===== config.mk =====
export PLATFORM = sky130hd
export DESIGN_NAME = csf_top
export DESIGN_NICKNAME = d
export VERILOG_FILES = /design/src/include/csf_pkg.sv /design/src/include/csf_time_if.sv /design/src/hw/csf_timebase.sv /design/src/hw/csf_pulser.sv /design/src/hw/csf_top.sv
export SDC_FILE = /design/constraint.sdc
export NUM_CORES = 1
export LEC_CHECK = 0
export BUFFER_PORTS_ARGS = -buffer_cell sky130_fd_sc_hd__buf_2
export CORE_MARGIN = 3
export CORE_UTILIZATION = 55
export CTS_BUF_LIST = sky130_fd_sc_hd__clkbuf_16
export DETAILED_ROUTE_END_ITERATION = 10
export PLACE_DENSITY = 0.79
export SETUP_SLACK_MARGIN = 0.15
export SYNTH_ARGS = -nofsm -noshare
export SYNTH_HDL_FRONTEND = slang
export SYNTH_SLANG_ARGS = --single-unit

===== constraint.sdc =====
create_clock -name sys_clk -period 2.5 [get_ports sys_clk]
set_input_delay 0.25 -clock sys_clk [delete_from_list [all_inputs] [get_ports sys_clk]]
set_output_delay 0.25 -clock sys_clk [all_outputs]
set_load 0.02 [all_outputs]

===== src/include/csf_pkg.sv =====
// constants and field layout shared by the status and fault reporting block
`default_nettype none
package csf_pkg;
  // clock and time base
  localparam int unsigned CLK_NS        = 50;
  localparam int unsigned US_NS         = 1000;
  localparam int unsigned US_CYC        = US_NS / CLK_NS;
  localparam int unsigned PULSE_US      = 256;
  localparam int unsigned BLINK_HALF_US = 500000;
  localparam int unsigned US_CNT_W      = 5;
  localparam int unsigned PULSE_W       = 9;
  localparam int unsigned BLINK_W       = 19;
  // register port
  localparam int unsigned ADDR_W = 4;
  localparam int unsigned DATA_W = 8;
  localparam logic [3:0] A_CTRL  = 4'h1;
  localparam logic [3:0] A_LIVE  = 4'h8;
  localparam logic [3:0] A_FAULT = 4'h9;
  localparam logic [3:0] A_STAT  = 4'ha;
  localparam logic [7:0] RD_UNMAPPED = 8'hff;
  // control register fields
  localparam int unsigned CB_VREG_MASK = 0;
  localparam int unsigned CB_IREG_MASK = 1;
  localparam int unsigned CB_OVSEL     = 2;
  localparam int unsigned CB_BOOST     = 4;
  localparam logic [4:0]  CTRL_RST     = 5'h0c;
  // fault latch register fields
  localparam int unsigned F_CODE = 4;
  // charge fault codes
  localparam logic [1:0] CODE_OK    = 2'h0;
  localparam logic [1:0] CODE_INOV  = 2'h1;
  localparam logic [1:0] CODE_TSHUT = 2'h2;
  localparam logic [1:0] CODE_TIMER = 2'h3;
endpackage : csf_pkg
`default_nettype wire


===== src/include/csf_time_if.sv =====
// time base strobes passed from the divider to its users
`timescale 1ns/1ps
`default_nettype none
interface csf_time_if;
  logic us_tick;
  logic blink;
  modport gen  (output us_tick, output blink);
  modport sink (input us_tick, input blink);
endinterface : csf_time_if
`default_nettype wire


===== src/hw/csf_timebase.sv =====
// microsecond tick and indicator blink square wave
`timescale 1ns/1ps
`default_nettype none
module csf_timebase #(
  parameter int unsigned BLINK_HALF_US = csf_pkg::BLINK_HALF_US
) (
  // clock and reset
  input  wire logic sys_clk,
  input  wire logic arst_n,
  // strobes out
  csf_time_if.gen   tm
);
  import csf_pkg::*;

  typedef struct packed {
    logic [US_CNT_W-1:0] div;
    logic [BLINK_W-1:0]  bcnt;
    logic                tick;
    logic                blink;
  } csf_tb_s;

  csf_tb_s st;
  csf_tb_s next_st;

  // divide to 1 us, then count half periods of the blink
  always_comb
  begin
    next_st = st;
    next_st.tick = 1'b0;
    if (st.div == US_CNT_W'(US_CYC - 1))
    begin
      next_st.div = '0;
      next_st.tick = 1'b1;
    end
    else
      next_st.div = st.div + 1'b1;
    if (st.tick)
    begin
      if (st.bcnt == BLINK_W'(BLINK_HALF_US - 1))
      begin
        next_st.bcnt = '0;
        next_st.blink = ~st.blink; // equal high and low
      end
      else
        next_st.bcnt = st.bcnt + 1'b1;
    end
  end

  always_ff @(posedge sys_clk or negedge arst_n)
  begin
    if (!arst_n)
      st <= '0;
    else
      st <= next_st;
  end

  assign tm.us_tick = st.tick;
  assign tm.blink   = st.blink;

  property p_tick_gap;
    @(posedge sys_clk) disable iff (!arst_n)
    st.tick |=> !st.tick [*8];
  endproperty
  a_tick_gap: assert property (p_tick_gap)
    else $error("us tick not spaced");
endmodule : csf_timebase
`default_nettype wire


===== src/hw/csf_pulser.sv =====
// stretches an event strobe into one active-low pulse of fixed width
`timescale 1ns/1ps
`default_nettype none
module csf_pulser #(
  parameter int unsigned PULSE_US = csf_pkg::PULSE_US
) (
  // clock and reset
  input  wire logic sys_clk,
  input  wire logic arst_n,
  // time base
  csf_time_if.sink  tm,
  // event in, line out
  input  wire logic fire,
  output logic      event_n
);
  import csf_pkg::*;

  typedef enum logic [1:0] {PS_IDLE = 2'b01, PS_LOW = 2'b10} csf_ps_e;

  typedef struct packed {
    csf_ps_e            state;
    logic [PULSE_W-1:0] cnt;
    logic               line_n;
  } csf_pl_s;

  csf_pl_s st;
  csf_pl_s next_st;

  // events arriving during a pulse merge into it, so no queueing needed
  always_comb
  begin
    next_st = st;
    unique case (st.state)
      PS_IDLE:
      begin
        if (fire)
        begin
          next_st.state = PS_LOW;
          next_st.cnt = '0;
          next_st.line_n = 1'b0; // one pulse per event seen while idle
        end
      end
      PS_LOW:
      begin
        if (tm.us_tick)
        begin
          if (st.cnt == PULSE_W'(PULSE_US - 1))
          begin
            next_st.state = PS_IDLE;
            next_st.line_n = 1'b1; // width counted in us ticks
          end
          else
            next_st.cnt = st.cnt + 1'b1;
        end
      end
      default:
        next_st.state = PS_IDLE;
    endcase
  end

  always_ff @(posedge sys_clk or negedge arst_n)
  begin
    if (!arst_n)
      st <= '{state: PS_IDLE, cnt: '0, line_n: 1'b1};
    else
      st <= next_st;
  end

  assign event_n = st.line_n;

  property p_pulse_len;
    @(posedge sys_clk) disable iff (!arst_n)
    $rose(event_n) |-> $past(st.cnt) == PULSE_W'(PULSE_US - 1);
  endproperty
  a_pulse_len: assert property (p_pulse_len)
    else $error("event pulse width wrong");

  property p_fire_low;
    @(posedge sys_clk) disable iff (!arst_n)
    (st.state == PS_IDLE && fire) |=> !event_n [*2];
  endproperty
  a_fire_low: assert property (p_fire_low)
    else $error("event did not pull line low");
endmodule : csf_pulser
`default_nettype wire


===== src/hw/csf_top.sv =====
// charger status, fault latching, indicator and event line logic
// Notes on behaviour
// - power good needs all five input conditions
// - indicator low charging, high idle, blinks suspended
// - each event while idle gives one 256 us low pulse
// - listed charger events raise an event pulse
// - regulation entry events, individually maskable, bits 1:0
// - fault and status changes held until read
// - no fault events while latched bits pending
// - first read returns held, second live
// - adapter path ok raises accessory power ok
// - switch overcurrent or 5.8 V drops accessory ok
// - accessory ok drops before boost starts
// - boost accessory ok within window, drops on exit
// - selectable input overvoltage stops switching, self-recovers
// - input overvoltage sets code 01, pulses
// - system overvoltage stops switching, enables discharge sink
// - boost overvoltage exits boost, sets fault, pulses
// - boost overcurrent latches off, sets fault, pulses
// - above 110 C reduce current, halve timer
// - above 150 C shut down, code 10, recover 130 C
// - boost shutdown clears enable, reset only below 145 C
// - battery overvoltage stops switching, sets bit, pulses
// - battery switch latch-offs with their exit events
// - safety timer expiry sets code 11, pulses
//
// The implementer's own choices: the plain strobed port and the register offsets.
`timescale 1ns/1ps
`default_nettype none
module csf_top #(
  parameter int unsigned PULSE_US      = csf_pkg::PULSE_US,
  parameter int unsigned BLINK_HALF_US = csf_pkg::BLINK_HALF_US
) (
  // clock and reset
  input  wire logic                        sys_clk,
  input  wire logic                        arst_n,
  // register port
  input  wire logic [csf_pkg::ADDR_W-1:0]  reg_addr,
  input  wire logic [csf_pkg::DATA_W-1:0]  reg_wdata,
  input  wire logic                        reg_we,
  input  wire logic                        reg_re,
  output logic      [csf_pkg::DATA_W-1:0]  reg_rdata,
  // input source comparators
  input  wire logic                        vbus_above_uvlo,
  input  wire logic                        vbus_above_bat,
  input  wire logic                        vbus_poor_ok,
  input  wire logic                        src_detect_done,
  input  wire logic                        src_identified,
  input  wire logic                        adapter_present,
  input  wire logic [3:0]                  in_ov_cmp,
  input  wire logic                        vbus_above_5v8,
  input  wire logic                        blk_overcurrent,
  // accessory node and boost
  input  wire logic                        acc_above_3v8,
  input  wire logic                        acc_above_5v8,
  input  wire logic                        boost_ocp,
  // system, battery and die temperature
  input  wire logic                        system_overvoltage,
  input  wire logic                        battery_overvoltage,
  input  wire logic                        bat_depleted,
  input  wire logic                        bat_overcurrent,
  input  wire logic                        ship_exit,
  input  wire logic                        tj_above_110,
  input  wire logic                        tj_above_130,
  input  wire logic                        tj_above_145,
  input  wire logic                        tj_above_150,
  // charger state
  input  wire logic                        charging,
  input  wire logic                        charge_done,
  input  wire logic                        ts_fault,
  input  wire logic [2:0]                  ntc_code,
  input  wire logic                        timer_expired,
  input  wire logic                        watchdog_fault,
  input  wire logic                        topoff_start,
  input  wire logic                        topoff_expire,
  input  wire logic                        input_voltage_regulation,
  input  wire logic                        input_current_regulation,
  // charge indicator pin, open drain
  input  wire logic                        stat_pin_i,
  output logic                             stat_pin_o,
  output logic                             stat_pin_oe_n,
  // status outputs
  output logic                             input_power_good_flag,
  output logic                             accessory_power_ok,
  output logic                             event_n,
  output logic [1:0]                       charge_fault_code,
  output logic                             battery_overvoltage_bit,
  output logic                             thermal_regulation_flag,
  output logic                             boost_enable_bit,
  output logic                             boost_run,
  // protection actions
  output logic                             switching_stop,
  output logic                             sys_discharge_en,
  output logic                             battery_switch_on,
  output logic                             charge_current_reduce,
  output logic                             term_disable,
  output logic                             timer_half_rate
);
  import csf_pkg::*;

  typedef struct packed {
    logic [4:0] ctrl;
    logic [7:0] fault_hold;
    logic [2:0] stat_hold;
    logic       stat_pend;
    logic [7:0] fault_prev;
    logic [2:0] stat_prev;
    logic [7:0] rdata;
    logic       pg;
    logic       acc_ok;
    logic       boost;
    logic       tshut;
    logic       odis_off;
    logic       ship_off;
    logic       adp_prev;
    logic       src_prev;
    logic       done_prev;
    logic [1:0] reg_prev;
    logic [1:0] code;
    logic       batov;
    logic       stat_low;
  } csf_top_s;

  csf_top_s   st;
  csf_top_s   next_st;
  logic [1:0] ov_sel;
  logic       in_ov;
  logic       pg_live;
  logic       buck;
  logic       therm;
  logic       bexit;
  logic       bfault;
  logic       suspend;
  logic       pend;
  logic       ev;
  logic [7:0] fault_live;
  logic [2:0] stat_live;
  logic [1:0] reg_rise;

  csf_time_if tm ();

  csf_timebase #(
    .BLINK_HALF_US (BLINK_HALF_US)
  ) u_timebase (
    .sys_clk (sys_clk),
    .arst_n  (arst_n),
    .tm      (tm)
  );

  csf_pulser #(
    .PULSE_US (PULSE_US)
  ) u_pulser (
    .sys_clk (sys_clk),
    .arst_n  (arst_n),
    .tm      (tm),
    .fire    (ev),
    .event_n (event_n)
  );

  // condition decode from the comparators
  always_comb
  begin
    ov_sel  = st.ctrl[CB_OVSEL +: 2];
    in_ov   = in_ov_cmp[ov_sel]; // selected threshold
    pg_live = vbus_above_uvlo & vbus_above_bat & ~in_ov
              & vbus_poor_ok & src_detect_done;
    buck    = ~st.boost;
    therm   = tj_above_110 & buck;
    bexit   = ~st.ctrl[CB_BOOST] | in_ov | ts_fault | bat_depleted
              | boost_ocp | acc_above_5v8 | tj_above_150
              | adapter_present;
    bfault  = st.boost & (acc_above_5v8 | boost_ocp);
    suspend = in_ov | ts_fault | timer_expired | system_overvoltage;
    fault_live = {watchdog_fault, bfault, st.code, st.batov, ntc_code};
    stat_live  = {st.pg, therm, st.acc_ok};
    pend       = (|st.fault_hold) | st.stat_pend;
    reg_rise   = {input_voltage_regulation, input_current_regulation}
                 & ~st.reg_prev
                 & ~{st.ctrl[CB_VREG_MASK], st.ctrl[CB_IREG_MASK]};
  end

  // event sources merged onto the single pulse request
  always_comb
  begin
    ev = (pg_live & ~st.pg)
       | (~adapter_present & st.adp_prev)
       | (src_identified & ~st.src_prev)
       | (charge_done & ~st.done_prev)
       | topoff_start | topoff_expire
       | (|reg_rise)
       | (((|(fault_live & ~st.fault_prev))
          | (stat_live != st.stat_prev)) & ~pend);
  end

  // next state of every register of the block
  always_comb
  begin
    next_st = st;
    next_st.pg = pg_live;
    next_st.adp_prev  = adapter_present;
    next_st.src_prev  = src_identified;
    next_st.done_prev = charge_done;
    next_st.reg_prev  = {input_voltage_regulation, input_current_regulation};
    next_st.batov     = battery_overvoltage;
    // thermal shutdown with hysteresis down to 130 C
    if (tj_above_150)
      next_st.tshut = 1'b1;
    else if (!tj_above_130)
      next_st.tshut = 1'b0;
    // one code at a time; input overvoltage outranks the rest
    if (in_ov)
      next_st.code = CODE_INOV;
    else if (st.tshut && buck)
      next_st.code = CODE_TSHUT;
    else if (timer_expired)
      next_st.code = CODE_TIMER;
    else
      next_st.code = CODE_OK;
    // host write; setting boost refused while the die is hot
    if (reg_we && reg_addr == A_CTRL)
    begin
      next_st.ctrl = reg_wdata[4:0];
      if (reg_wdata[CB_BOOST] && !st.ctrl[CB_BOOST] && tj_above_145)
        next_st.ctrl[CB_BOOST] = 1'b0;
    end
    // hardware clear beats a host write in the same cycle
    if (bfault || (st.boost && tj_above_150))
      next_st.ctrl[CB_BOOST] = 1'b0;
    // boost may only start after the accessory output has dropped
    if (st.boost)
      next_st.boost = ~bexit;
    else
      next_st.boost = ~bexit & ~st.acc_ok;
    if (adapter_present)
      next_st.acc_ok = vbus_above_bat & ~in_ov & vbus_poor_ok
                       & ~blk_overcurrent & ~vbus_above_5v8;
    else
      next_st.acc_ok = st.boost & ~bexit & acc_above_3v8
                       & ~acc_above_5v8;
    // battery switch latch-offs
    if (bat_depleted)
      next_st.odis_off = 1'b1;
    else if (adapter_present && !st.adp_prev)
      next_st.odis_off = 1'b0;
    if (bat_overcurrent)
      next_st.ship_off = 1'b1;
    else if (ship_exit)
      next_st.ship_off = 1'b0;
    // latched fault and status; set always wins over the read clear
    next_st.fault_prev = fault_live;
    next_st.stat_prev  = stat_live;
    next_st.fault_hold = st.fault_hold | fault_live;
    if (st.fault_hold[F_CODE +: 2] != CODE_OK)
      next_st.fault_hold[F_CODE +: 2] = st.fault_hold[F_CODE +: 2];
    if (!st.stat_pend)
    begin
      next_st.stat_hold = stat_live;
      next_st.stat_pend = stat_live != st.stat_prev;
    end
    if (reg_re && reg_addr == A_FAULT)
      next_st.fault_hold = fault_live;
    if (reg_re && reg_addr == A_STAT)
    begin
      next_st.stat_hold = stat_live;
      next_st.stat_pend = stat_live != st.stat_prev; // change still latches
    end
    // read data, one cycle after the strobe
    if (reg_re)
    begin
      unique case (reg_addr)
        A_CTRL:  next_st.rdata = {3'h0, st.ctrl};
        A_LIVE:  next_st.rdata = {stat_pin_i, st.pg, st.acc_ok, st.boost,
                                  st.tshut, therm, input_voltage_regulation,
                                  input_current_regulation};
        A_FAULT: next_st.rdata = st.fault_hold;
        A_STAT:  next_st.rdata = {1'h0, st.stat_hold, 2'h0,
                                  input_voltage_regulation,
                                  input_current_regulation};
        default: next_st.rdata = RD_UNMAPPED;
      endcase
    end
    // indicator: blink on suspend, low while charging, else released
    if (suspend)
      next_st.stat_low = tm.blink;
    else
      next_st.stat_low = charging;
  end

  // power-on state: latches empty, indicator released
  always_ff @(posedge sys_clk or negedge arst_n)
  begin
    if (!arst_n)
    begin
      st <= '0;
      st.ctrl <= CTRL_RST; // default threshold is the highest
    end
    else
      st <= next_st;
  end

  // outputs
  assign reg_rdata               = st.rdata;
  assign stat_pin_o              = 1'b0;
  assign stat_pin_oe_n           = ~st.stat_low;
  assign input_power_good_flag   = st.pg;
  assign accessory_power_ok      = st.acc_ok;
  assign charge_fault_code       = st.code;
  assign battery_overvoltage_bit = st.batov;
  assign thermal_regulation_flag = therm;
  assign boost_enable_bit        = st.ctrl[CB_BOOST];
  assign boost_run               = st.boost;
  assign charge_current_reduce   = therm;
  assign term_disable            = therm;
  assign timer_half_rate         = therm;
  // switching stop acts at once on its inputs; shutdown and the battery switch latch-offs act through registers
  assign switching_stop    = in_ov | system_overvoltage | battery_overvoltage
                             | bfault | (st.tshut & buck);
  assign sys_discharge_en  = system_overvoltage;
  assign battery_switch_on = ~(st.odis_off | st.ship_off
                               | (st.tshut & buck));

  property p_pg_cause;
    @(posedge sys_clk) disable iff (!arst_n)
    $rose(input_power_good_flag) |-> $past(src_detect_done && vbus_poor_ok);
  endproperty
  a_pg_cause: assert property (p_pg_cause)
    else $error("power good without its conditions");

  property p_inov_code;
    @(posedge sys_clk) disable iff (!arst_n)
    in_ov |-> switching_stop ##1 charge_fault_code == CODE_INOV;
  endproperty
  a_inov_code: assert property (p_inov_code)
    else $error("input overvoltage code missing");

  property p_sink;
    @(posedge sys_clk) disable iff (!arst_n)
    system_overvoltage |-> sys_discharge_en && switching_stop;
  endproperty
  a_sink: assert property (p_sink)
    else $error("system overvoltage not handled");

  property p_boost_after_drop;
    @(posedge sys_clk) disable iff (!arst_n)
    $rose(boost_run) |-> !$past(accessory_power_ok);
  endproperty
  a_boost_after_drop: assert property (p_boost_after_drop)
    else $error("boost began with accessory output on");

  property p_first_read;
    @(posedge sys_clk) disable iff (!arst_n)
    (reg_re && reg_addr == A_FAULT) |=> reg_rdata == $past(st.fault_hold);
  endproperty
  a_first_read: assert property (p_first_read)
    else $error("fault read did not return held value");

  property p_charge_low;
    @(posedge sys_clk) disable iff (!arst_n)
    (charging && !suspend) |=> !stat_pin_oe_n;
  endproperty
  a_charge_low: assert property (p_charge_low)
    else $error("indicator not driven while charging");

  property p_tshut_off;
    @(posedge sys_clk) disable iff (!arst_n)
    (tj_above_150 && !boost_run) |=> ##1 !battery_switch_on;
  endproperty
  a_tshut_off: assert property (p_tshut_off)
    else $error("battery switch on in shutdown");
endmodule : csf_top
`default_nettype wire


==> summary.txt, run 1 <==
Outcome
  – Run status: finished clean

Final layout
  – Total inserted antenna cells: 0
  – Layout cells sized above 1: approximately a quarter
  – Fin util: ~70%
  – Syn-to-layout area delta: 18.0%
  – Area of the multi-input gates: ~1700 sq um
  – Most frequent cells in the layout: dfrtp_1, buf_2, nor2_1, nand2_1, a21oi_1
  – Fillcell total: around 550
  – Fin nets: about 520
  – Most common cell after layout, fill and taps aside: dfrtp_1
  – Register Area: around 2200 sq um

GRT
  – Pin count of the biggest net entering global routing: 53
  – First-pass GRT wire length: ~15000 um
  – Number of global-route vias before repair: 3124
  – Initial antenna violation count: 0
  – Total track usage: between 20% and 30%
  – Total congestion overflow: 0

STA
  – Fin crit share: roughly nine tenths
  – Setup TNS: 0 ps
  – Clock Skew: about 4.1 ps
  – Setup violators final: 0
  – Slew Limit Fails: 0
  – F_max: between 0.4 and 0.5 GHz
  – Unrepaired setup endpoints after global routing: true
  – Final Hold Viols: 0
  – Worst slew pin tran: roughly 660 ps
  – Crit path time final: ~2300 ps
  – Slew headroom: a little under three fifths

Critical path
  – Crit Path Max Fanout: 6
  – WP data arrival: approximately 2500 ps
  – Crit-path cells: ha_1 -> nand3_1 -> nor2_1 -> ha_1 -> nand4bb_1 -> nor2_1 -> and3_1 -> mux2_2 -> o21ai_0
  – Crit path max-delay family: simple AND/OR/NAND/NOR gates
  – R2R depth: 9
  – Critical path class: register to register
  – Crit-path slowest cell: dfrtp_1
  – Crit path from: u_pulser.st[1]
  – Crit path largest cell delay: 440 ps
  – FF-to-FF End: u_pulser.st[6]
  – Number of stages on the worst setup path: 9
  – End point of the critical path: u_pulser.st[6]
  – Critical R2R Launch: u_pulser.st[1]
  – Type of origin of the critical path: register
  – Worst path required time: approximately 2800 ps
  – R2R setup slack: 250 ps
  – Crit. End Element: register
  – CP Buf/Inv Count: 0

Floorplan
  – I/O pin count: approximately 80
  – Core Region: between 6000 and 7000 sq um
  – Die area: ~8500 sq um
  – Initial core utilization: between 50% and 60%
  – # rows: 30
  – Chip height: around 90 um
  – Chip Width: between 90 and 100 um

Yosys
  – Number of synthesized flops with an enable pin: 0
  – Post-synthesis cell area: 4090 sq um
  – Main area contributors after synthesis: dfrtp_1, nor2_1, nand2_1
  – Most area-hungry cell type in the Yosys netlist: dfrtp_1
  – Share of the synthesized area in the top cell type: 52.0%
  – Top_reg_cell synth: dfrtp_1
  – Synth Instances: just under 400
  – Sequential fraction of the synthesis area: 54.6%
  – Yosys Warn Count: 0
  – Syn Nets: 450
  – Yosys cell types: 53
  – Syn avg cell area: about 10 sq um
  – FFs w/ async S/R, synth: 100%
  – FF+latch count, synth: between 80 and 90

Route
  – Routed wire per std cell: approximately 15 um
  – DR iter-0 viols: ~220
  – Routed vias: around 3200
  – DR DRC count: 0
  – Vias/cell: 5.60
  – ANT nets after route: 0
  – Final wirelength: 8730 um
  – First-pass detailed-route iteration total: 4

Clock tree
  – Htree depth: 3
  – Clk pin slew, worst setup/hold paths: approximately 60 ps
  – Clk Latency, worst-skew pair: ~330 ps
  – Max Buffers Root-to-Sink: 2
  – Post-CTS Setup Bufs: 0
  – CTS Buf Count: 9
  – CTS tree: done
  – Clock sink count: a little under 90
  – CTS Root Cell: clkbuf_16

Hold path
  – Hold Path Class: input port to register

Placed design
  – IO buf count: 73
  – DP HPWL: roughly 6300 um
  – RePlAce Congestion: approximately 0.86

Power and ir drop
  – Pwr/cell area: roughly 700 nW/um^2
  – Max IR drop VDD: slightly below 0.4 mV
  – Static Leakage: 2.23 nW

Run
  – Maxcap violations: 0
-- worst min path at each step --
stage	startpoint	endpoint	cells past startpoint
3_5_place_dp	arst_n	reg_rdata[2]	1
3_3_place_gp	arst_n	reg_rdata[2]	1
5_1_grt	charge_done	st[6]	1
4_1_cts	charge_done	st[6]	1
6_report	charge_done	st[6]	1
2_1_floorplan	arst_n	accessory_power_ok	0
-- cell families after synthesis --
kind of cell,count (synthesis),share of synthesized area [%]
muxes,11,3.24
and+or+nand+nor,153,18.6
other,1,0.0917
buffers and inverters,40,5.11
xor gates and xnor gates,23,4.93
DFF,89,54.6
adders and majority gates,4,1.22
AOI/OAI and AO/OA,72,12.2
-- cell usage after synthesis, types with 2 or more instances --
master and n:
dfrtp_1 85, nor2_1 41, nand2_1 38, a21oi_1 22, inv_1 19, buf_4 15, nand3_1 15, o21ai_0 13
xor2_1 12, xnor2_1 11, nand2b_1 10, nand4_1 9, nor4_1 9, mux2_2 8, nor3_1 8, a21o_1 6
o22ai_1 5, a221oi_1 4, a31oi_1 4, and3_1 4, dfstp_2 4, ha_1 4, nor2b_1 4, a22oi_1 3
clkbuf_1 3, o31ai_2 3, and2_1 2, buf_2 2, mux2i_1 2, nand3b_1 2, nand4b_1 2, o221ai_1 2
or3_1 2
-- power by group --
group	switching, mW	internal (mW)
logic	0.270	0.202
clock network	0.524	0.763
registers	0.112	1.57
-- registers in the layout, indices dropped and copies added (netlist names), 2 cells and up --
| name | count |
|---|---|
| charge_fault_code | 2 |
| ov_sel | 2 |
| reg_rdata | 8 |
| st | 34 |
| u_pulser.st | 11 |
| u_timebase.st | 24 |
-- routing by layer --
layer | GRT usage, % | wire [um]
met5 | 0 | 0
met4 | 9.28 | 163
met3 | 3.86 | 433
met2 | 33.6 | 4130
met1 | 30.5 | 4000
-- area by class of cell --
cell class / instances / share of cell area, %
Sequential cell: 89 / 46.3
Clock inverter: 7 / 1.30
Multi-Input combinational cell: 264 / 34.4
Timing Repair Buffer: 82 / 9.34
Tap cell: 96 / 2.49
Inverter: 20 / 1.56
Clock buffer: 9 / 4.67
-- metrics by stage --
| stage | hold WS, ps | cells | setup slack [ps] | total power [mW] | instance area (sq um) |
|---|---|---|---|---|---|
| after floorplan | -45.6 | 393 | 335 | 2.00 | 4090 |
| after global placement | 245 | 550 | 390 | 2.16 | 4510 |
| after detailed placement | 248 | 550 | 340 | 2.18 | 4510 |
| after CTS | 36.3 | 567 | 303 | 3.47 | 4810 |
| after global routing | 36.0 | 567 | 54.2 | 3.60 | 4820 |
| final | 43.2 | 567 | 247 | 3.44 | 4820 |
-- repair_timing --
action                                 in CTS  in global routing
resized for setup                           0                  3
endpoints found under the hold margin      35                  0
hold buffers                                1                  0
setup endpoints to repair                   0                  4
No activity file was read; power rests on OpenSTA's default activity.
==> run 2: changes to the inputs <==
BUFFER_PORTS_ARGS = -buffer_cell sky130_fd_sc_hd__clkbuf_2   (was -buffer_cell sky130_fd_sc_hd__buf_2)
CORE_UTILIZATION = 31   (was 55)
PLACE_DENSITY = 0.5   (was 0.79)
==> run 2 against run 1 <==
  * Fmax rose by 2.8%
  * Sequential power about the same
  * Die area grew 72%
  * Worst setup slack improved by 62 ps
  * Core utilization decreased by 31 points
  * Combinational power barely moved
  * Clock power down 9%
  * Via count fell by 2.7%
  * Cell count rose by 13%
  * Clock skew rose by 1.1 ps
  * First-iteration DRC count down 23%
  * Critical endpoint unchanged
==> summary.txt, run 2 (synthesis gave the netlist of run 1 again) <==
Outcome
  – Run status: finished clean

Route
  – DR DRC count: 0 (unchanged)
  – Final wirelength: 9380 um (+7.4%)
  – Routed wire per std cell: 14.6 um (-5.0%)
  – DR iter-0 viols: 166 (-23%)
  – ANT nets after route: 0 (unchanged)
  – Routed vias: 3089 (-2.7%)
  – First-pass detailed-route iteration total: 4 (unchanged)
  – Vias/cell: 4.82 (-14%)

Critical path
  – Crit Path Max Fanout: 6 (unchanged)
  – Critical path class: register to register
  – Most used cell, CP: ha_1
  – Type of origin of the critical path: register
  – Crit-path cells: ha_1 -> nand3_1 -> nor2_1 -> ha_1 -> nand4bb_1 -> nor2_2 -> and3_1 -> mux2_2 -> o21ai_0
  – Crit path largest cell delay: 440 ps (about the same)
  – R2R setup slack: 310 ps (+60 ps)
  – Crit. End Element: register
  – Crit-path slowest cell: dfrtp_1
  – Worst path required time: 2740 ps (about the same)
  – FF-to-FF End: u_pulser.st[6]
  – Critical R2R Launch: u_pulser.st[1]
  – R2R depth: 9 (unchanged)
  – WP data arrival: 2430 ps (-70 ps)

Final layout
  – Largest Register: st
  – Fin nets: 522 (-0.19%)
  – Fillcell total: 1292 (+140%)
  – Biggest regs: st: 34 flops, u_timebase.st: 24 flops, u_pulser.st: 11 flops
  – Most frequent cells in the layout: dfrtp_1, clkbuf_2, nor2_1, nand2_1, a21oi_1
  – Layout cells sized above 1: 24.7% (-0.74 points)
  – Max reg flops: 34 (unchanged)
  – Total inserted antenna cells: 0 (unchanged)
  – Most common cell after layout, fill and taps aside: dfrtp_1
  – Syn-to-layout area delta: 19.1%

STA
  – Slew headroom: 50.3% (-5.5 points)
  – Setup violators final: 0 (unchanged)
  – Final Hold Viols: 0 (unchanged)
  – Fin crit share: 87.6% (-2.5 points)
  – Final hold slack: 42.4 ps (-0.842 ps)
  – Slew Limit Fails: 0 (unchanged)
  – Setup TNS: 0 ps (unchanged)
  – Worst slew pin tran: 739 ps (+81.3 ps)
  – Unrepaired setup endpoints after global routing: false
  – Crit path time final: 2190 ps (-61.7 ps)
  – Clock Skew: 5.20 ps (+1.08 ps)
  – F_max: 0.456 GHz (+2.8%)

GRT
  – Number of global-route vias before repair: 3020 (-3.3%)
  – First-pass GRT wire length: 15700 um (+7.3%)
  – Total congestion overflow: 0 (unchanged)
  – Initial antenna violation count: 0 (unchanged)
  – Total track usage: 13.6% (-8.2 points)
  – Pin count of the biggest net entering global routing: 70 (+32%)

Clock tree
  – CTS Buf Count: 9 (unchanged)
  – Clk pin slew, worst setup/hold paths: 60 ps (about the same)
  – Clock sink count: 89 (unchanged)
  – CTS tree: done
  – Post-CTS Setup Bufs: 0 (unchanged)
  – Max Buffers Root-to-Sink: 2 (unchanged)
  – Clk Latency, worst-skew pair: 330 ps (about the same)
  – CTS Root Cell: clkbuf_16
  – Htree depth: 3 (unchanged)

Power and ir drop
  – Internal power: 2.43 mW (-4.3%)
  – Proportion of power drawn by flip-flops and latches: 50.5% (+1.6 points)
  – Max IR drop VDD: 0.317 mV (-19%)
  – Sw Share: 27.4% (+1.1 points)
  – Clock power frac: 35.4% (-2.0 points)
  – Switching Power: 0.914 mW (+0.96%)
  – Static Leakage: 2.23 nW (+0.25%)
  – Pwr/cell area: 687 nW/um^2 (-3.9%)
  – Logic pwr share: 14.1% (+0.4 points)

Floorplan
  – # rows: 41 (+37%)
  – I/O pin count: 78 (unchanged)
  – Chip height: 121 um (+31%)
  – Die area: 14600 sq um (+72%)
  – Initial core utilization: 32.0% (-27 points)
  – Chip Width: 121 um (+31%)
  – Core Region: 12800 sq um (+83%)

Placed design
  – RePlAce Congestion: 0.800 (-7.2%)
  – DP HPWL: 6840 um (+9.1%)
  – IO buf count: 73 (unchanged)

Hold path
  – Hold Startpoint: watchdog_fault
  – Hold Path Depth: 1 (unchanged)
  – Hold Path Class: input port to register
  – Hold endpoint: st[33]

Run
  – Maxcap violations: 0 (unchanged)
==> run 2: cell count changes in the layout (fill, tap and decap cells not counted), sizes merged <==
| cell | change |
|---|---|
| bufinv | -1 |
| clkinvlp | -2 |
| buf | -73 |
| clkinv | +2 |
| clkbuf | +72 |
==> run 2: routing by layer <==
metal  GRT usage (%)  vias up  share of wire, %
li1                -     1509                 -
met1            20.2     1504                49
met2            19.7       65                45
met3            2.62       11               4.0
met4            4.89        0               1.5
met5               0        -                 0
==> run 2: stage by stage <==
stage	cells	power (mW)	instance area (sq um)	utilization, %	setup slack [ps]
final	641	3.34	4870	38.1	309
after global routing	641	3.53	4870	38.1	174
after CTS	641	3.39	4860	38.1	255
after detailed placement	625	2.19	4600	36.0	300
after global placement	625	2.18	4600	36.0	315
after floorplan	393	2.00	4090	-	335
==> run 2: worst max path at each step <==
| stage | startpoint | endpoint | slack [ps] | cells past startpoint |
|---|---|---|---|---|
| 2_1_floorplan | boost_run | u_pulser.st[2] | 340 | 6 |
| 3_3_place_gp | ov_sel[0] | u_pulser.st[11] | 320 | 5 |
| 3_5_place_dp | u_pulser.st[1] | u_pulser.st[6] | 300 | 9 |
| 4_1_cts | u_pulser.st[1] | u_pulser.st[6] | 250 | 9 |
| 5_1_grt | u_pulser.st[1] | u_pulser.st[5] | 170 | 9 |
| 6_report | u_pulser.st[1] | u_pulser.st[6] | 310 | 9 |
==> run 2: layout make-up <==
cell class              instances  area (sq um)  share of cell area (%)
clock buffers                   9           225                    4.63
clock inverters                 6          27.5                   0.566
inverters                      20          75.1                    1.54
multi-input cells             264          1650                    33.9
flip-flops and latches         89          2230                    45.9
well taps                     172           215                    4.42
repair buffers                 81           443                    9.10
==> run 2: repair_timing <==
item / 4_1_cts / 5_1_grt
hold buffers: 1 / 0
endpoints found under the setup margin: 0 / 1
hold endpoints to repair: 20 / 0
gates resized for setup: 0 / 1
==> run 2: worst max-delay path: cells and delay by family (launching register included) <==
kind                     cells  cell delay, ps
multiplexers                 1             320
AND/OR/NAND/NOR              5             760
flip-flops                   1             440
adder cells (fa/ha/maj)      2             490
AO/OA/AOI/OAI                1              90
==> run 2: power groups by stage <==
stage / sequential (mW) / combinational, mW / clock (mW)
floorplan: 1.69 / 0.307 / 0
finish: 1.69 / 0.472 / 1.18
global placement: 1.71 / 0.472 / 0
CTS: 1.69 / 0.481 / 1.22
detailed placement: 1.71 / 0.477 / 0
global route: 1.70 / 0.534 / 1.29
==> run 3: changes to the inputs <==
CORE_UTILIZATION = 40   (was 31)
PLACE_DENSITY = not set   (was 0.5)
==> run 3 against run 2 <==
  * Clock skew increased by 0.83 ps
  * Combinational power decreased by 1%
  * Core utilization increased by 11 points
  * First-iteration DRC count decreased by 30%
  * Global-route usage increased by 2.9 points
  * Via count increased by 0.45%
  * Fmax increased by 1.0%
  * Die area decreased by 21%
  * Worst setup slack improved by 23 ps
  * Critical path type unchanged
  * Largest power group unchanged
  * Highest routed layer unchanged
==> summary.txt, run 3 (synthesis gave the netlist of run 1 again) <==
Final layout
  – Area of the multi-input gates: 1650 sq um (unchanged)
  – Layout cells sized above 1: 25.0% (+0.27 points)
  – Total inserted antenna cells: 0 (unchanged)
  – Biggest regs: st: 34 flops, u_timebase.st: 24 flops, u_pulser.st: 11 flops
  – Max reg flops: 34 (unchanged)
  – Most common cell after layout, fill and taps aside: dfrtp_1
  – Register Area: 2230 sq um (unchanged)
  – Final Non-Filler Cells: 605 (-5.6%)
  – Largest Register: st
  – Fillcell total: 917 (-29%)
  – Most frequent cells in the layout: dfrtp_1, clkbuf_2, nor2_1, nand2_1
  – Syn-to-layout area delta: 19.6%
  – Fin nets: 524 (+0.38%)

Clock tree
  – Clk pin slew, worst setup/hold paths: 60 ps (about the same)
  – Htree depth: 3 (unchanged)
  – Clk Latency, worst-skew pair: 330 ps (about the same)
  – CTS Buf Count: 9 (unchanged)
  – CTS tree: done
  – CTS Root Cell: clkbuf_16
  – Max Buffers Root-to-Sink: 2 (unchanged)
  – Clock sink count: 89 (unchanged)

Route
  – Vias/cell: 5.13 (+6.4%)
  – DR iter-0 viols: 117 (-30%)
  – Routed vias: 3103 (+0.45%)
  – First-pass detailed-route iteration total: 4 (unchanged)
  – ANT nets after route: 0 (unchanged)
  – Routed wire per std cell: 14.7 um (+0.38%)
  – DR DRC count: 0 (unchanged)
  – Final wirelength: 8880 um (-5.3%)

STA
  – Unrepaired setup endpoints after global routing: false
  – Setup violators final: 0 (unchanged)
  – Setup TNS: 0 ps (unchanged)
  – Worst slew pin tran: 656 ps (-82.9 ps)
  – Clock Skew: 6.02 ps (+0.828 ps)
  – F_max: 0.461 GHz (+1.0%)
  – Slew headroom: 55.9% (+5.6 points)
  – Final Hold Viols: 0 (unchanged)
  – Slew Limit Fails: 0 (unchanged)
  – Fin crit share: 86.7% (-0.91 points)
  – Crit path time final: 2170 ps (-22.7 ps)

Placed design
  – IO buf count: 73 (unchanged)
  – DP HPWL: 6550 um (-4.2%)
  – # placed instances: 588 (-5.9%)
  – RePlAce Congestion: 0.816 (+2.0%)

Floorplan
  – I/O pin count: 78 (unchanged)
  – Die area: 11500 sq um (-21%)
  – # rows: 36 (-12%)
  – Chip height: 107 um (-11%)
  – Chip Width: 107 um (-11%)
  – Core Region: 9860 sq um (-23%)
  – Initial core utilization: 41.4% (+9.4 points)

Run
  – Maxcap violations: 0 (unchanged)

Critical path
  – Crit. End Element: register
  – Worst path required time: 2760 ps (+20 ps)
  – R2R setup slack: 330 ps (+20 ps)
  – Crit Path Max Fanout: 6 (unchanged)
  – Type of origin of the critical path: register
  – Critical path class: register to register
  – WP data arrival: 2430 ps (about the same)

Power and ir drop
  – Static Leakage: 2.27 nW (+1.8%)
  – Power, Total: 3.53 mW (+5.7%)
  – Max IR drop VDD: 0.321 mV (+1.2%)
  – Pwr/cell area: 723 nW/um^2 (+5.3%)

GRT
  – Total track usage: 16.5% (+2.9 points)
  – Pin count of the biggest net entering global routing: 49 (-30%)
  – Total congestion overflow: 0 (unchanged)
  – Number of global-route vias before repair: 3115 (+3.1%)
  – Initial antenna violation count: 0 (unchanged)
  – First-pass GRT wire length: 15000 um (-4.6%)

Hold path
  – Hold Path Class: input port to register

Outcome
  – Run status: finished clean
==> run 3: changes by cell type in the layout (fill, tap and decap cells not counted), sizes merged <==
cell,before,now
buf,8,10
inv,21,23
bufinv,0,2
clkinv,5,2
==> run 3: per-layer routing <==
layer | vias up | global-route usage, % | routed length (um)
met5 | - | 0 | 0
met4 | 0 | 5.21 | 77
met3 | 7 | 3.85 | 322
met2 | 59 | 25.6 | 4150
met1 | 1517 | 22.9 | 4330
li1 | 1520 | - | -
==> run 3: repair_timing <==
action                     CTS  global route
hold endpoints to repair    43             0
hold buffers                 1             0
setup endpoints to repair    0             1
gates resized for setup      0             1
setup buffers                0             0
==> run 3: critical path: stages (launching register included) <==
cell	delay, ps
dfrtp_1	430
ha_1	250
nand3_1	80
nor2_1	50
ha_1	240
nand4bb_1	250
buf_4	190
nor3_1	200
xor2_1	150
o21ai_0	100
a21oi_1	140
==> run 3: worst paths after layout <==
kind	startpoint	cells after the start	to
min in group asynchronous	arst_n	2	u_pulser.st[3]
worst min-delay path	src_identified	1	st[7]
worst max-delay path	u_pulser.st[1]	10	u_pulser.st[8]
worst max register to register	u_pulser.st[1]	10	u_pulser.st[8]
worst min register to register	charge_fault_code[0]	0	st[30]
max in group asynchronous	arst_n	3	st[39]
==> run 3: layout make-up <==
type                    instances  share of cell area, %
clock buffers                   9                   4.61
flip-flops and latches         89                   45.7
multi-input cells             264                   33.7
inverters                      20                   1.54
repair buffers                 83                   9.37
clock inverters                 7                   1.66
well taps                     133                   3.41
==> run 3: power by group <==
part / switching (mW) / internal (mW) / total (mW)
clock: 0.522 / 0.861 / 1.38
combinational: 0.263 / 0.204 / 0.467
sequential: 0.109 / 1.57 / 1.68
total: 0.894 / 2.64 / 3.53
==> run 3: per-stage QoR <==
stage / setup slack, ps / area [sq um] / utilization (%) / hold WS [ps]
after floorplan: 335 / 4090 / - / -45.6
after global placement: 363 / 4570 / 46.3 / 313
after detailed placement: 353 / 4570 / 46.3 / 322
after CTS: 338 / 4880 / 49.5 / 23.3
after global routing: 150 / 4890 / 49.5 / 25.4
final: 332 / 4890 / 49.5 / 39.3
